[src/logic/osc_ctrl_pkg.sv]
// Constants and carrier types for the oscillator switch and tune control
package osc_ctrl_pkg;

  // ****************************************************************
  // Register map (word offsets on the bus)
  // ****************************************************************
  localparam logic [3:0] addr_ctrl = 4'h0;
  localparam logic [3:0] addr_tune_lo = 4'h1;
  localparam logic [3:0] addr_tune_hi = 4'h2;

  // ****************************************************************
  // Control register field positions
  // ****************************************************************
  localparam int active_lsb = 12;
  localparam int requested_lsb = 8;
  localparam int lock_cfg_bit = 7;
  localparam int pll_lock_bit = 5;
  localparam int dither_bit = 4;
  localparam int fail_bit = 3;
  localparam int tseq_bit = 2;
  localparam int swreq_bit = 0;

  // ****************************************************************
  // Clock groups and reset values
  // ****************************************************************
  localparam logic [2:0] grp_frc = 3'h0;
  localparam logic [2:0] grp_frc_pll = 3'h1;
  localparam logic [2:0] grp_pri = 3'h2;
  localparam logic [2:0] grp_pri_pll = 3'h3;
  localparam logic [15:0] tune_reset = 16'h0000;

  // ****************************************************************
  // Write unlock key bytes
  // ****************************************************************
  localparam logic [7:0] key_lo_first = 8'h46;
  localparam logic [7:0] key_lo_second = 8'h57;
  localparam logic [7:0] key_hi_first = 8'h78;
  localparam logic [7:0] key_hi_second = 8'h9a;

  typedef enum logic [1:0] {
    key_idle,
    key_half,
    key_armed
  } key_state_e;

  typedef enum logic [0:0] {
    sw_idle,
    sw_wait
  } sw_state_e;

  // Nonvolatile configuration straps
  typedef struct packed {
    logic [1:0] switch_monitor_cfg;
    logic [1:0] initial_group;
  } cfg_s;

endpackage : osc_ctrl_pkg

[src/logic/osc_switch_tune_ctrl.sv]
// Oscillator switch, fail-safe, PLL lock and RC trim control with bus slave
`timescale 1ns/10ps
`default_nettype none

// What this block does
// Active group is read-only at bits 14:12; codes 100-111 reserved.
// Power-on reset forces the active group to internal RC.
// Successful switch copies the requested group into the active group.
// Fail-safe monitor failure forces the active group to internal RC.
// Requested group writable at bits 10:8, reset value from config.
// Lock bit plus upper monitor config bit block clock and PLL changes.
// Lock bit, once set, is cleared only by reset.
// PLL lock status at bit 5, read only, cleared on reset.
// PLL lock cleared on switch start or lock loss, set on lock.
// PLL lock reads zero when PLL is not in the active clock.
// Bit 4 enables pseudo-random clock dither, reset to zero.
// Fail flag at bit 3: set on failure, cleared by software or switch.
// Sequencer off trims from base field; on selects by PWM phase.
// Phases 001-011 pick sequence trims one to three from low tune register.
// Trim codes are signed four-bit: 0000 centre, 0111 max, 1000 min.
// Software sets switch request at bit 0; hardware clears it when done.
// Switch request set on reset unless configured group is internal RC; clears on success, redundant switch, fallback.
// Reset source from configuration; later only permitted groups.
// Bits 15, 11, 6 and 1 ignore writes and read zero.
// Phases 100-111 pick sequence trims four to seven, high register.
// Low byte needs 46h,57h key; high byte 78h,9Ah; one write each.
// Request for a reserved group code is a no-op that clears the request.
module osc_switch_tune_ctrl (
  // Clock and reset
  input wire logic sys_clk,
  input wire logic rst,
  // Avalon-MM slave
  input wire logic [3:0] avs_address,
  input wire logic avs_read,
  input wire logic avs_write,
  input wire logic [31:0] avs_writedata,
  input wire logic [3:0] avs_byteenable,
  output logic [31:0] avs_readdata,
  output logic avs_waitrequest,
  // Configuration straps, static after power-up
  input wire osc_ctrl_pkg::cfg_s cfg,
  // Oscillator status from the analog side
  input wire logic osc_ready,
  input wire logic pll_locked,
  input wire logic clock_fail,
  // PWM phase selector, same clock domain
  input wire logic [2:0] pwm_phase,
  // Oscillator controls
  output logic [2:0] active_clock_group,
  output logic [2:0] switch_target,
  output logic switch_busy,
  output logic clock_dither_enable,
  output logic [3:0] rc_trim
);

  // ****************************************************************
  // Helpers
  // ****************************************************************
  function automatic logic uses_pll(input logic [2:0] grp);
    uses_pll = (grp == osc_ctrl_pkg::grp_frc_pll) ||
               (grp == osc_ctrl_pkg::grp_pri_pll);
  endfunction : uses_pll

  // Signed trim code passes unchanged; the RC decodes it as two's complement
  function automatic logic [3:0] trim_pick(input logic [2:0] phase,
                                           input logic [15:0] lo,
                                           input logic [15:0] hi,
                                           input logic seq_en);
    if (!seq_en || phase == 3'h0) begin
      trim_pick = lo[3:0];
    end else if (!phase[2]) begin
      trim_pick = lo[4*phase[1:0] +: 4];
    end else begin
      trim_pick = hi[4*phase[1:0] +: 4];
    end
  endfunction : trim_pick

  // ****************************************************************
  // Input synchronisers
  // ****************************************************************
  logic [2:0] sync1_r;
  logic [2:0] sync2_r;
  logic fail_prev_r;
  logic ready_s;
  logic locked_s;
  logic fail_s;

  always_ff @(posedge sys_clk) begin
    if (rst) begin
      sync1_r <= 3'h0;
      sync2_r <= 3'h0;
      fail_prev_r <= 1'b0;
    end else begin
      sync1_r <= {clock_fail, pll_locked, osc_ready};
      sync2_r <= sync1_r;
      fail_prev_r <= sync2_r[2];
    end
  end

  assign ready_s = sync2_r[0];
  assign locked_s = sync2_r[1];
  assign fail_s = sync2_r[2];

  // ****************************************************************
  // Bus handshake
  // ****************************************************************
  logic req;
  logic accept;
  logic wr_accept;
  logic wr_ctrl;

  assign req = avs_read || avs_write;
  assign accept = req && !avs_waitrequest;
  assign wr_accept = avs_write && !avs_waitrequest;
  assign wr_ctrl = wr_accept && avs_address == osc_ctrl_pkg::addr_ctrl;

  // Waitrequest drops one cycle after the request, for exactly one cycle
  always_ff @(posedge sys_clk) begin
    if (rst) begin
      avs_waitrequest <= 1'b1;
    end else if (accept) begin
      avs_waitrequest <= 1'b1;
    end else begin
      avs_waitrequest <= !req;
    end
  end

  // ****************************************************************
  // Write unlock sequencers
  // ****************************************************************
  osc_ctrl_pkg::key_state_e key_lo_r;
  osc_ctrl_pkg::key_state_e key_hi_r;
  logic lo_write;
  logic hi_write;

  // Any other access in between breaks the sequence
  assign lo_write = wr_ctrl && avs_byteenable[0] &&
                    key_lo_r == osc_ctrl_pkg::key_armed;
  assign hi_write = wr_ctrl && avs_byteenable[1] &&
                    key_hi_r == osc_ctrl_pkg::key_armed;

  function automatic osc_ctrl_pkg::key_state_e key_step(
      input osc_ctrl_pkg::key_state_e st, input logic lane_wr,
      input logic [7:0] data, input logic [7:0] k1, input logic [7:0] k2);
    if (!lane_wr || st == osc_ctrl_pkg::key_armed) begin
      key_step = osc_ctrl_pkg::key_idle;
    end else if (st == osc_ctrl_pkg::key_half && data == k2) begin
      key_step = osc_ctrl_pkg::key_armed;
    end else if (data == k1) begin
      key_step = osc_ctrl_pkg::key_half;
    end else begin
      key_step = osc_ctrl_pkg::key_idle;
    end
  endfunction : key_step

  always_ff @(posedge sys_clk) begin
    if (rst) begin
      key_lo_r <= osc_ctrl_pkg::key_idle;
      key_hi_r <= osc_ctrl_pkg::key_idle;
    end else if (accept) begin
      key_lo_r <= key_step(key_lo_r, wr_ctrl && avs_byteenable[0],
                           avs_writedata[7:0], osc_ctrl_pkg::key_lo_first,
                           osc_ctrl_pkg::key_lo_second);
      key_hi_r <= key_step(key_hi_r, wr_ctrl && avs_byteenable[1],
                           avs_writedata[15:8], osc_ctrl_pkg::key_hi_first,
                           osc_ctrl_pkg::key_hi_second);
    end
  end

  // ****************************************************************
  // Control fields
  // ****************************************************************
  logic [2:0] requested_clock_group_r;
  logic clock_config_lock_r;
  logic trim_sequencer_enable_r;
  logic clock_fail_flag_r;
  logic switch_request_r;
  logic pll_lock_r;
  logic blocked;
  logic fail_event;
  osc_ctrl_pkg::sw_state_e sw_state_r;

  assign blocked = clock_config_lock_r &&
                   cfg.switch_monitor_cfg[1];
  // Monitor only acts when both monitor config bits are clear
  assign fail_event = fail_s && !fail_prev_r &&
                      cfg.switch_monitor_cfg == 2'h0;

  always_ff @(posedge sys_clk) begin
    if (rst) begin
      requested_clock_group_r <= {1'b0, cfg.initial_group};
    end else if (hi_write && !blocked) begin
      requested_clock_group_r <=
          avs_writedata[osc_ctrl_pkg::requested_lsb +: 3];
    end
  end

  always_ff @(posedge sys_clk) begin
    if (rst) begin
      clock_config_lock_r <= 1'b0;
    end else if (lo_write && avs_writedata[osc_ctrl_pkg::lock_cfg_bit]) begin
      clock_config_lock_r <= 1'b1;
    end
  end

  always_ff @(posedge sys_clk) begin
    if (rst) begin
      clock_dither_enable <= 1'b0;
      trim_sequencer_enable_r <= 1'b0;
    end else if (lo_write) begin
      clock_dither_enable <= avs_writedata[osc_ctrl_pkg::dither_bit];
      trim_sequencer_enable_r <= avs_writedata[osc_ctrl_pkg::tseq_bit];
    end
  end

  // Hardware set wins over a software clear in the same cycle
  always_ff @(posedge sys_clk) begin
    if (rst) begin
      clock_fail_flag_r <= 1'b0;
    end else if (fail_event) begin
      clock_fail_flag_r <= 1'b1;
    end else if (sw_state_r == osc_ctrl_pkg::sw_idle && start_ok) begin
      // Redundant or reserved requests are no switch start
      clock_fail_flag_r <= 1'b0;
    end else if (lo_write && !avs_writedata[osc_ctrl_pkg::fail_bit]) begin
      clock_fail_flag_r <= 1'b0;
    end
  end

  // ****************************************************************
  // Clock switch state machine
  // ****************************************************************
  logic start_ok;
  logic target_ready;

  // Reserved codes and a switch to the running group never start
  assign start_ok = switch_request_r && !blocked && !fail_event &&
                    !requested_clock_group_r[2] &&
                    requested_clock_group_r != active_clock_group;
  assign target_ready = ready_s &&
                        (!uses_pll(switch_target) || locked_s);

  always_ff @(posedge sys_clk) begin
    if (rst) begin
      sw_state_r <= osc_ctrl_pkg::sw_idle;
      switch_target <= osc_ctrl_pkg::grp_frc;
    end else if (fail_event) begin
      sw_state_r <= osc_ctrl_pkg::sw_idle;
      switch_target <= osc_ctrl_pkg::grp_frc;
    end else begin
      unique case (sw_state_r)
        osc_ctrl_pkg::sw_idle: begin
          if (start_ok) begin
            sw_state_r <= osc_ctrl_pkg::sw_wait;
            switch_target <= requested_clock_group_r;
          end
        end
        osc_ctrl_pkg::sw_wait: begin
          if (target_ready) begin
            sw_state_r <= osc_ctrl_pkg::sw_idle;
          end
        end
      endcase
    end
  end

  always_ff @(posedge sys_clk) begin
    if (rst) begin
      switch_busy <= 1'b0;
    end else begin
      switch_busy <= (sw_state_r == osc_ctrl_pkg::sw_idle) ? start_ok :
                     !(target_ready || fail_event);
    end
  end

  always_ff @(posedge sys_clk) begin
    if (rst) begin
      active_clock_group <= osc_ctrl_pkg::grp_frc;
    end else if (fail_event) begin
      active_clock_group <= osc_ctrl_pkg::grp_frc;
    end else if (sw_state_r == osc_ctrl_pkg::sw_wait && target_ready) begin
      active_clock_group <= switch_target;
    end
  end

  // Reset raises a request when the configured group is not internal RC
  always_ff @(posedge sys_clk) begin
    if (rst) begin
      switch_request_r <= cfg.initial_group != 2'h0;
    end else if (fail_event) begin
      switch_request_r <= 1'b0;
    end else if (sw_state_r == osc_ctrl_pkg::sw_wait && target_ready) begin
      switch_request_r <= 1'b0;
    end else if (sw_state_r == osc_ctrl_pkg::sw_idle && switch_request_r &&
                 !blocked && !start_ok) begin
      switch_request_r <= 1'b0;
    end else if (lo_write && !blocked &&
                 avs_writedata[osc_ctrl_pkg::swreq_bit]) begin
      switch_request_r <= 1'b1;
    end
  end

  // ****************************************************************
  // PLL lock status
  // ****************************************************************
  always_ff @(posedge sys_clk) begin
    if (rst) begin
      pll_lock_r <= 1'b0;
    end else if (sw_state_r == osc_ctrl_pkg::sw_idle && start_ok) begin
      pll_lock_r <= 1'b0;
    end else begin
      pll_lock_r <= locked_s;
    end
  end

  // ****************************************************************
  // Trim output
  // ****************************************************************
  logic [15:0] tune_lo_r;
  logic [15:0] tune_hi_r;

  always_ff @(posedge sys_clk) begin
    if (rst) begin
      tune_lo_r <= osc_ctrl_pkg::tune_reset;
      tune_hi_r <= osc_ctrl_pkg::tune_reset;
    end else if (wr_accept) begin
      for (int b = 0; b < 2; b++) begin
        if (avs_byteenable[b] &&
            avs_address == osc_ctrl_pkg::addr_tune_lo) begin
          tune_lo_r[8*b +: 8] <= avs_writedata[8*b +: 8];
        end
        if (avs_byteenable[b] &&
            avs_address == osc_ctrl_pkg::addr_tune_hi) begin
          tune_hi_r[8*b +: 8] <= avs_writedata[8*b +: 8];
        end
      end
    end
  end

  always_ff @(posedge sys_clk) begin
    if (rst) begin
      rc_trim <= 4'h0;
    end else begin
      rc_trim <= trim_pick(pwm_phase, tune_lo_r, tune_hi_r,
                           trim_sequencer_enable_r);
    end
  end

  // ****************************************************************
  // Read data
  // ****************************************************************
  logic [15:0] ctrl_word;

  always_comb begin
    ctrl_word = 16'h0000;
    ctrl_word[osc_ctrl_pkg::active_lsb +: 3] = active_clock_group;
    ctrl_word[osc_ctrl_pkg::requested_lsb +: 3] = requested_clock_group_r;
    ctrl_word[osc_ctrl_pkg::lock_cfg_bit] = clock_config_lock_r;
    ctrl_word[osc_ctrl_pkg::pll_lock_bit] = pll_lock_r &&
        uses_pll(active_clock_group);
    ctrl_word[osc_ctrl_pkg::dither_bit] = clock_dither_enable;
    ctrl_word[osc_ctrl_pkg::fail_bit] = clock_fail_flag_r;
    ctrl_word[osc_ctrl_pkg::tseq_bit] = trim_sequencer_enable_r;
    ctrl_word[osc_ctrl_pkg::swreq_bit] = switch_request_r;
  end

  // Unmapped addresses read zero and ignore writes
  always_ff @(posedge sys_clk) begin
    if (rst) begin
      avs_readdata <= 32'h0000_0000;
    end else if (avs_read && avs_waitrequest) begin
      unique case (avs_address)
        osc_ctrl_pkg::addr_ctrl: avs_readdata <= {16'h0000, ctrl_word};
        osc_ctrl_pkg::addr_tune_lo: avs_readdata <= {16'h0000, tune_lo_r};
        osc_ctrl_pkg::addr_tune_hi: avs_readdata <= {16'h0000, tune_hi_r};
        default: avs_readdata <= 32'h0000_0000;
      endcase
    end
  end

endmodule : osc_switch_tune_ctrl

`default_nettype wire

[config.mk]
export PLATFORM = sky130hd
export DESIGN_NAME = osc_switch_tune_ctrl
export DESIGN_NICKNAME = d
export VERILOG_FILES = /design/src/logic/osc_ctrl_pkg.sv /design/src/logic/osc_switch_tune_ctrl.sv
export SDC_FILE = /design/constraint.sdc
export NUM_CORES = 1
export LEC_CHECK = 0
export ABC_CLOCK_PERIOD_IN_PS = 2650
export CELL_PAD_IN_SITES_DETAIL_PLACEMENT = 0
export CELL_PAD_IN_SITES_GLOBAL_PLACEMENT = 2
export CORE_ASPECT_RATIO = 0.5
export CORE_MARGIN = 3
export CORE_UTILIZATION = 39
export CTS_BUF_LIST = sky130_fd_sc_hd__clkbuf_4
export DETAILED_ROUTE_END_ITERATION = 10
export DONT_BUFFER_PORTS = 1
export PLACE_DENSITY = 0.89
export SKIP_LAST_GASP = 1
export SLEW_MARGIN = 30
export SYNTH_ARGS = -nofsm -noshare
export SYNTH_HDL_FRONTEND = slang
export SYNTH_SLANG_ARGS = --single-unit
[constraint.sdc]
create_clock -name sys_clk -period 2.65 [get_ports sys_clk]
set_clock_uncertainty 0.2 [all_clocks]
set_input_delay 0.795 -clock sys_clk [delete_from_list [all_inputs] [get_ports sys_clk]]
set_output_delay 0.795 -clock sys_clk [all_outputs]
set_load 0.005 [all_outputs]
# After elaboration in Yosys (flattened, before gate mapping)

Index checks and enable logic that the tools add are counted.
Widths: inputs -> output; s select.

Input port bits: 54
Output and inout port bits: 45
Register bits: 97

Eq/ne operators: 15
Shifts and indexed selects: 2
Reductions and logical operators: 69
Bitwise gates (word level): 1
Muxes and demuxes: 23

Operators with widths:

| cell               | number |
|---|---|
| $pmux 16 s3        | 1 |
| $logic_and 1x1->1  | 33 |
| $shiftx 16x5->4    | 2 |
| $eq 8x7->1 const B | 3 |
| $logic_not 1->1    | 13 |
| $mux 1             | 13 |
| $mux 2             | 6 |
| $reduce_and 2->1   | 5 |
| $eq 8x8->1 const B | 1 |
| $logic_or 1x1->1   | 8 |
| $mux 4             | 2 |
| $eq 3x1->1 const B | 2 |
| $eq 3x2->1 const B | 2 |
| $reduce_or 2->1    | 3 |
| $reduce_bool 5->1  | 1 |
| $eq 2x1->1 const B | 2 |
| $eq 2x2->1 const B | 2 |
| $eq 4x1->1 const B | 1 |
| $eq 4x2->1 const B | 1 |
| $logic_not 4->1    | 1 |
| $reduce_bool 2->1  | 2 |
| $logic_not 3->1    | 1 |
| $ne 3x3->1         | 1 |
| $reduce_bool 3->1  | 1 |
| 3 further kinds    | 3 |

# Logic depth before layout (Yosys ltp)

Gate-level depths: netlist of the first run.

Depth after elaboration: 13
Gate-level depth with buffers: 5

# Worst setup path before layout of the first run

Ideal clock, no wire load.

Path type: input to register
Start: in avs_address[1]
End: reg clock_fail_flag_r
Data arrival time: 2.179 ns
Required time: 2.333 ns
Stages: 4
Setup slack: 0.154 ns
Setup time: 0.117 ns
Path through: or4_4 -> or4_1 -> and3_1 -> a22o_1

Word-level cells in the longest chain between the ends: 6

RTL lines:

| item                               | RTL line                    | text |
|---|---|---|
| start, declared                    | osc_switch_tune_ctrl.sv:33  | `input wire logic [3:0] avs_address,` |
| $logic_not 4->1                    | osc_switch_tune_ctrl.sv:115 | `assign wr_ctrl = wr_accept && avs_address == osc_ctrl_pkg::addr_ctrl;` |
| $logic_and 1x1->1                  | osc_switch_tune_ctrl.sv:115 |  |
| $logic_and 1x1->1 (2 in a row)     | osc_switch_tune_ctrl.sv:137 | `assign lo_write = wr_ctrl && avs_byteenable[0] &&` |
| $logic_and 1x1->1                  | osc_switch_tune_ctrl.sv:225 | `end else if (lo_write && !avs_writedata[osc_ctrl_pkg::fail_bit]) begin` |
| $reduce_bool 3->1 (no source line) | -                           |  |
| end signal, assigned               | osc_switch_tune_ctrl.sv:221 | `clock_fail_flag_r <= 1'b1;` |
| end signal, assigned               | osc_switch_tune_ctrl.sv:224 | `clock_fail_flag_r <= 1'b0;` |
| end signal, assigned               | osc_switch_tune_ctrl.sv:226 | `clock_fail_flag_r <= 1'b0;` |
| end, declared                      | osc_switch_tune_ctrl.sv:176 | `logic clock_fail_flag_r;` |

No other way between the ends.
A chain may end at the register's enable or synchronous reset.

# Final worst setup path of the first run

Start: reg avs_waitrequest
End: reg avs_readdata[2]

Word-level cells in the longest chain between the ends: 1

RTL lines:

| item                   | RTL line                    | text |
|---|---|---|
| start, declared        | osc_switch_tune_ctrl.sv:39  | `output logic avs_waitrequest,` |
| start signal, assigned | osc_switch_tune_ctrl.sv:124 | `avs_waitrequest <= !req;` |
| $logic_and 1x1->1      | osc_switch_tune_ctrl.sv:371 | `end else if (avs_read && avs_waitrequest) begin` |
| end signal, assigned   | osc_switch_tune_ctrl.sv:373 | `osc_ctrl_pkg::addr_ctrl: avs_readdata <= {16'h0000, ctrl_word};` |
| end signal, assigned   | osc_switch_tune_ctrl.sv:374 | `osc_ctrl_pkg::addr_tune_lo: avs_readdata <= {16'h0000, tune_lo_r};` |
| end signal, assigned   | osc_switch_tune_ctrl.sv:375 | `osc_ctrl_pkg::addr_tune_hi: avs_readdata <= {16'h0000, tune_hi_r};` |
| end, declared          | osc_switch_tune_ctrl.sv:38  | `output logic [31:0] avs_readdata,` |

No other way between the ends.

==> results of run 1 <==
[cells in the final DEF, fill, tap and decap left out, types with 2 or more instances in the layout]
cell type  count
dfxtp_1       78
nor2_1        46
mux2i_1       37
nand2_1       33
a22oi_1       18
a22o_1        17
conb_1        16
buf_4         14
a21oi_1       13
nor2b_1       11
o21ai_0        9
clkbuf_4       9
mux2_2         6
nand3_1        5
nor4b_1        4
inv_1          4
mux4_2         4
a32o_1         4
inv_6          4
nor3_1         3
or3_1          3
nand4b_1       3
edfxtp_1       3
nand4_1        2
xor2_1         2
nand2b_1       2
nor4b_2        2
and2_1         2
o31ai_1        2
bufinv_16      2
[flip-flops by register name (all words and copies together) (netlist names), 3 cells and up]
register and cells:
active_clock_group 3, tune_lo_r 16, tune_hi_r 16, sync2_r 3
switch_target 3, rc_trim 4, sync1_r 3, avs_readdata 16
requested_clock_group_r 3
[worst reg2reg max path, cell delays in order, from the launching register on]
cell and delay (ns):
dfxtp_1 0.48, nand2_1 0.27, a2111oi_2 0.39, and2_1 0.50
a22o_1 0.21
[metrics by stage]
stage | hold slack, ns | cell area, um2 | power, W | instances
2_1_floorplan | 0.2138 | 3696 | 0.001397 | 391
3_3_place_gp | 0.2250 | 3735 | 0.001393 | 484
3_5_place_dp | 0.2267 | 3735 | 0.001395 | 484
4_1_cts | 0.1804 | 3909 | 0.002278 | 500
5_1_grt | 0.1503 | 3913 | 0.002346 | 500
6_report | 0.1974 | 3913 | 0.002260 | 500
[report_power, final]
part,internal [W],switching (W)
Clock,0.000402,0.000486
Combinational,0.0000445,0.0000620
Sequential,0.00125,0.0000190
[layer usage]
metal  part of all wire  routed length (um)  up-vias  global-route usage
met5                  0                   0        -                   0
met4              0.022                 225        0             0.07271
met3               0.10                1036       26             0.08157
met2               0.42                4250      127              0.2848
met1               0.46                4632     1385              0.2634
li1                   -                   -     1326                   -
[layout make-up]
| cell class | instances | area (um2) |
|---|---|---|
| Fill cell | 882 | 4976 |
| Multi-Input combinational cell | 267 | 1817 |
| Sequential cell | 81 | 1652 |
| Tap cell | 117 | 146.4 |
| Clock inverter | 7 | 106.4 |
| Timing Repair Buffer | 14 | 105.1 |
| Clock buffer | 9 | 67.56 |
| Inverter | 5 | 18.77 |
[synth_stat cells (2+ instances only)]
cell type  count
nand4b_1       3
and2_1         2
nor2b_1       11
xor2_1         2
clkbuf_1      14
dfxtp_1       78
nor4b_1        4
buf_2          4
nand2_1       33
a22oi_1       18
nor3_1         3
inv_1          4
or3_1          3
a32o_1         4
mux2i_1       37
a21oi_1       14
nand4_1        2
mux4_2         4
nand2b_1       2
mux2_2         6
edfxtp_1       3
nor4b_2        2
o21ai_0        9
o31ai_1        2
nor2_1        46
buf_4         19
nand3_1        5
a22o_1        17
[worst min-delay path by stage]
stage	slack, ns	end	from	cells past startpoint
floorplan	0.21	sync2_r[0]	sync1_r[0]	1
global placement	0.22	sync2_r[0]	sync1_r[0]	1
detailed placement	0.23	sync2_r[2]	sync1_r[2]	1
CTS	0.18	sync2_r[2]	rst	1
global route	0.15	tune_lo_r[14]	rst	1
finish	0.20	sync2_r[2]	rst	1
[logic make-up after synthesis]
logic type	after synthesis	synth area share
multiplexers	47	0.1451
AO/OA/AOI/OAI	72	0.1454
other	1	0.001030
XOR/XNOR	2	0.004814
flip-flops	81	0.4538
AND/OR/NAND/NOR	130	0.1846
buffers and inverters	43	0.06531
==> summary.txt, run 1 <==
Outcome
  • Status: complete, no violations

GRT
  • Overall Global Routing Usage: 0.1963
  • First-pass GRT wire length: 15.61 mm
  • Vias in the first global route: 2757
  • Largest net degree at the start of global routing: 60
  • GR Overflow Total: 0
  • Initial antenna violation count: 0

Die
  • I/O Pins: 99
  • Die width: 142.6 um
  • # rows: 24
  • CORE AREA: 0.008889 mm2
  • Starting density of the core: 0.4095
  • Die ar.: 0.01060 mm2
  • Die Y: 74.31 um

STA
  • Final setup vio count: 0
  • Tcrit/Tclk final: 0.7948
  • RSZ-0062 raised after global routing: no
  • Achievable Freq: 0.4748 GHz
  • Worst-Margin Slew: 0.6239 ns
  • Fin. Hold Viols: 0
  • Worst setup margin: 0.5437 ns
  • Max_slew headroom: 0.5782
  • Max-slew violations: 0
  • Fin crit period: 2.106 ns
  • TNS Setup: 0 ns

Synth
  • Asr flop ratio synth: 0
  • Synth area leaders: dfxtp_1, mux2i_1, nor2_1
  • Syn_area_per_cell: 9.680 um2
  • Sequential element share of the synthesized area: 0.4538
  • Register bit total from synthesis: 81
  • Synth Instances: 376
  • Number of synthesized flops with an enable pin: 3
  • Yosys warns: 0
  • Post-Syn Area: 0.003640 mm2
  • Area leader, netlist: dfxtp_1
  • Area share of the largest cell type after synthesis: 0.4290
  • Number of library cell types mapped by synthesis: 53
  • Top FF cell, synth: dfxtp_1

CTS
  • Postcts setup bufs: 0
  • CTS tree: built
  • PostCTS Resize Cnt: 0
  • H-tree depth: 3
  • CTS Hold Bufs: 0
  • CTS Root Cell: clkbuf_4
  • CTS Buffer Depth: 2
  • CTS Sinks: 81
  • Clock latency on the worst-skew pair: 0.46 ns
  • CTS Buf Count: 9
  • Clock slew at reported path FFs: 0.14 ns

Setup path
  • Cell family with most CP delay: simple AND/OR/NAND/NOR gates
  • Critical Path Start: avs_waitrequest
  • Arrival @ worst endpoint: 2.30 ns
  • Worst r2r src: avs_waitrequest
  • Worst EP required: 2.85 ns
  • Worst path cell trace: nand2_1 > a2111oi_2 > and2_1 > a22o_1
  • Setup crit end kind: flip-flop
  • Max FO, Critical Path: 12
  • Critical path depth: 4
  • Reg2reg setup slack: 0.54 ns
  • CP bufs+invs: 0
  • Crit Path Class: flip-flop to flip-flop
  • Reg-to-reg endpoint: avs_readdata[2]
  • Worst R2R Path Depth: 4
  • Critical Path Max Stage Delay: 0.50 ns
  • CP max stage cell: and2_1
  • Crit path capture: avs_readdata[2]
  • Startpoint types: flip-flop

Worst hold path
  • Worst min path class: input port to flip-flop

Place
  • Final GP Congestion: 0.8822
  • Port Buffers: 0
  • Post-place setup slack: 0.09110 ns
  • Post-DP HPWL: 7.305 mm

Drt
  • Post-Route WL: 10.14 mm
  • First drt pass iteration count: 4
  • Wire per inst: 20.29 um
  • DRC viols: 0
  • Iter 0 DRT Violations: 206
  • Via count: 2864
  • Vias per Instance: 5.728
  • ANT nets after route: 0

Run
  • Max-cap violations: 0

Power and ir drop
  • Power Density: 577.6 mW/mm2
  • Leak: 1.427 nW
  • Worst VDD drop: 0.0002370 V

Finish
  • Layout cell share with drive strength beyond 1: 0.1305
  • Finished Core Util: 0.4402
  • Area grow syn2layout: 7.494%
  • Fin nets: 432
  • Ant. Diodes: 0
No activity file was read; power rests on OpenSTA's default activity.
==> run 2, diff against run 1 <==
ABC_CLOCK_PERIOD_IN_PS = 1800   (was 2650)
CORE_UTILIZATION = 36   (was 39)
PLACE_DENSITY = 0.87   (was 0.89)
clock period = 1.8 ns   (was 2.65 ns; I/O delays follow)
==> summary.txt, run 2 (synthesis results as in run 1) <==
Drt
  • Post-Route WL: 10.97 mm
  • Vias per Instance: 5.527
  • Via count: 3051
  • ANT nets after route: 0
  • Wire per inst: 19.88 um
  • Iter 0 DRT Violations: 233
  • First drt pass iteration count: 5
  • DRC viols: 0

CTS
  • Postcts setup bufs: 0
  • CTS Buffer Depth: 2
  • CTS Buf Count: 9
  • CTS Sinks: 81
  • CTS Root Cell: clkbuf_4
  • Clock latency on the worst-skew pair: 0.46 ns
  • CTS tree: built
  • H-tree depth: 3
  • Clock slew at reported path FFs: 0.12 ns

Finish
  • Ant. Diodes: 0
  • Commonest non-fill, non-tap cell in the layout: dfxtp_1
  • Layout cell share with drive strength beyond 1: 0.1871
  • Area grow syn2layout: 19.04%
  • Largest regs: avs_readdata: 16 flops, tune_hi_r: 16 flops, tune_lo_r: 16 flops
  • Fin nets: 466
  • Most frequent cells in the layout: dfxtp_1, nor2_1, mux2i_1
  • Post-route design area: 0.004333 mm2

GRT
  • GR Overflow Total: 0
  • Initial antenna violation count: 0
  • Largest net degree at the start of global routing: 52
  • Overall Global Routing Usage: 0.1942
  • First-pass GRT wire length: 16.86 mm
  • Vias in the first global route: 2932

Setup path
  • CP max stage cell: or4_4
  • Crit Path Class: input port to flip-flop
  • Worst path cell trace: or4_4 > or4_1 > and3_1 > a22o_1
  • Critical Path Max Stage Delay: 0.56 ns
  • Startpoint types: input port
  • Max FO, Critical Path: 6
  • Arrival @ worst endpoint: 1.97 ns
  • Setup crit end kind: flip-flop
  • Worst EP required: 1.95 ns

Place
  • Post-DP HPWL: 7.992 mm
  • Final GP Congestion: 0.8203
  • Port Buffers: 0
  • Placed cell area: 0.003995 mm2
  • Post-place setup slack: -0.4721 ns

STA
  • Final setup vio count: 1
  • Hold_ws: 0.03490 ns
  • Achievable Freq: 0.5509 GHz
  • TNS Setup: -0.01533 ns
  • Tcrit/Tclk final: 1.009
  • Fin crit period: 1.815 ns
  • Max-slew violations: 0
  • Worst setup margin: -0.01533 ns
  • Fin. Hold Viols: 0

Outcome
  • Status: finished with violations
  • Failing checks: negative setup slack

Power and ir drop
  • Int Pwr: 0.002535 W
  • Leak: 1.611 nW
  • Total Power: 0.003344 W
  • Psw: 0.0008086 W
  • Clock Power Share: 0.366
  • Reg power frac: 0.555
  • Power Density: 771.8 mW/mm2
  • Sw Share: 0.2418
  • Comb power frac: 0.079
  • Worst VDD drop: 0.0002924 V

Die
  • Die ar.: 0.01143 mm2
  • # rows: 25
  • I/O Pins: 99
  • Die Y: 77.10 um
  • CORE AREA: 0.009634 mm2
  • Die width: 148.2 um
  • Starting density of the core: 0.3778

Worst hold path
  • Worst min path class: input port to flip-flop

Run
  • Max-cap violations: 0
run 2: metal layers:
metal / vias to the layer above / global-route usage / part of all wire
li1: 1396 / - / -
met1: 1469 / 0.2706 / 0.45
met2: 161 / 0.2769 / 0.42
met3: 25 / 0.06671 / 0.11
met4: 0 / 0.07097 / 0.021
met5: - / 0 / 0
run 2: cell type report:
class	instances	area, um2
tap	135	168.9
fill	938	5301
timing repair buffer	48	442.9
multi-input combinational	267	1889
clock inverter	6	82.58
inverter	5	18.77
sequential	81	1655
clock buffer	10	75.07
run 2: worst max-delay path, delay by kind of cell:
kind | cells | cell delay, ns
AO/OA/AOI/OAI | 1 | 0.18
AND/OR/NAND/NOR | 3 | 1.24
run 2: worst paths after layout:
kind	start	to	slack (ns)	cells past startpoint
worst max register to register	requested_clock_group_r[1]	switch_request_r	0.07	4
worst min register to register	sync1_r[0]	sync2_r[0]	0.26	1
worst min-delay path	avs_writedata[11]	tune_lo_r[11]	0.03	2
worst max-delay path	avs_address[2]	clock_fail_flag_r	-0.02	4
run 2: through the flow:
step	cells	utilization
floorplan	391	-
global placement	522	0.4147
detailed placement	522	0.4147
CTS	549	0.4436
global route	552	0.4497
finish	552	0.4497
run 2: power by group through the flow:
| stage | Sequential (W) | Clock [W] | Combinational (W) |
|---|---|---|---|
| 6_report | 0.00186 | 0.00122 | 0.000264 |
| 3_3_place_gp | 0.00189 | 0 | 0.000197 |
| 3_5_place_dp | 0.00190 | 0 | 0.000202 |
| 4_1_cts | 0.00186 | 0.00125 | 0.000246 |
| 5_1_grt | 0.00186 | 0.00133 | 0.000287 |
| 2_1_floorplan | 0.00189 | 0 | 0.000177 |
run 2: repair_timing:
| action | CTS | global route |
|---|---|---|
| pin swaps | 0 | 1 |
| endpoints found under the hold margin | 52 | 3 |
| endpoints found under the setup margin | 3 | 7 |
| hold buffers | 11 | 3 |
| gates resized for setup | 3 | 8 |
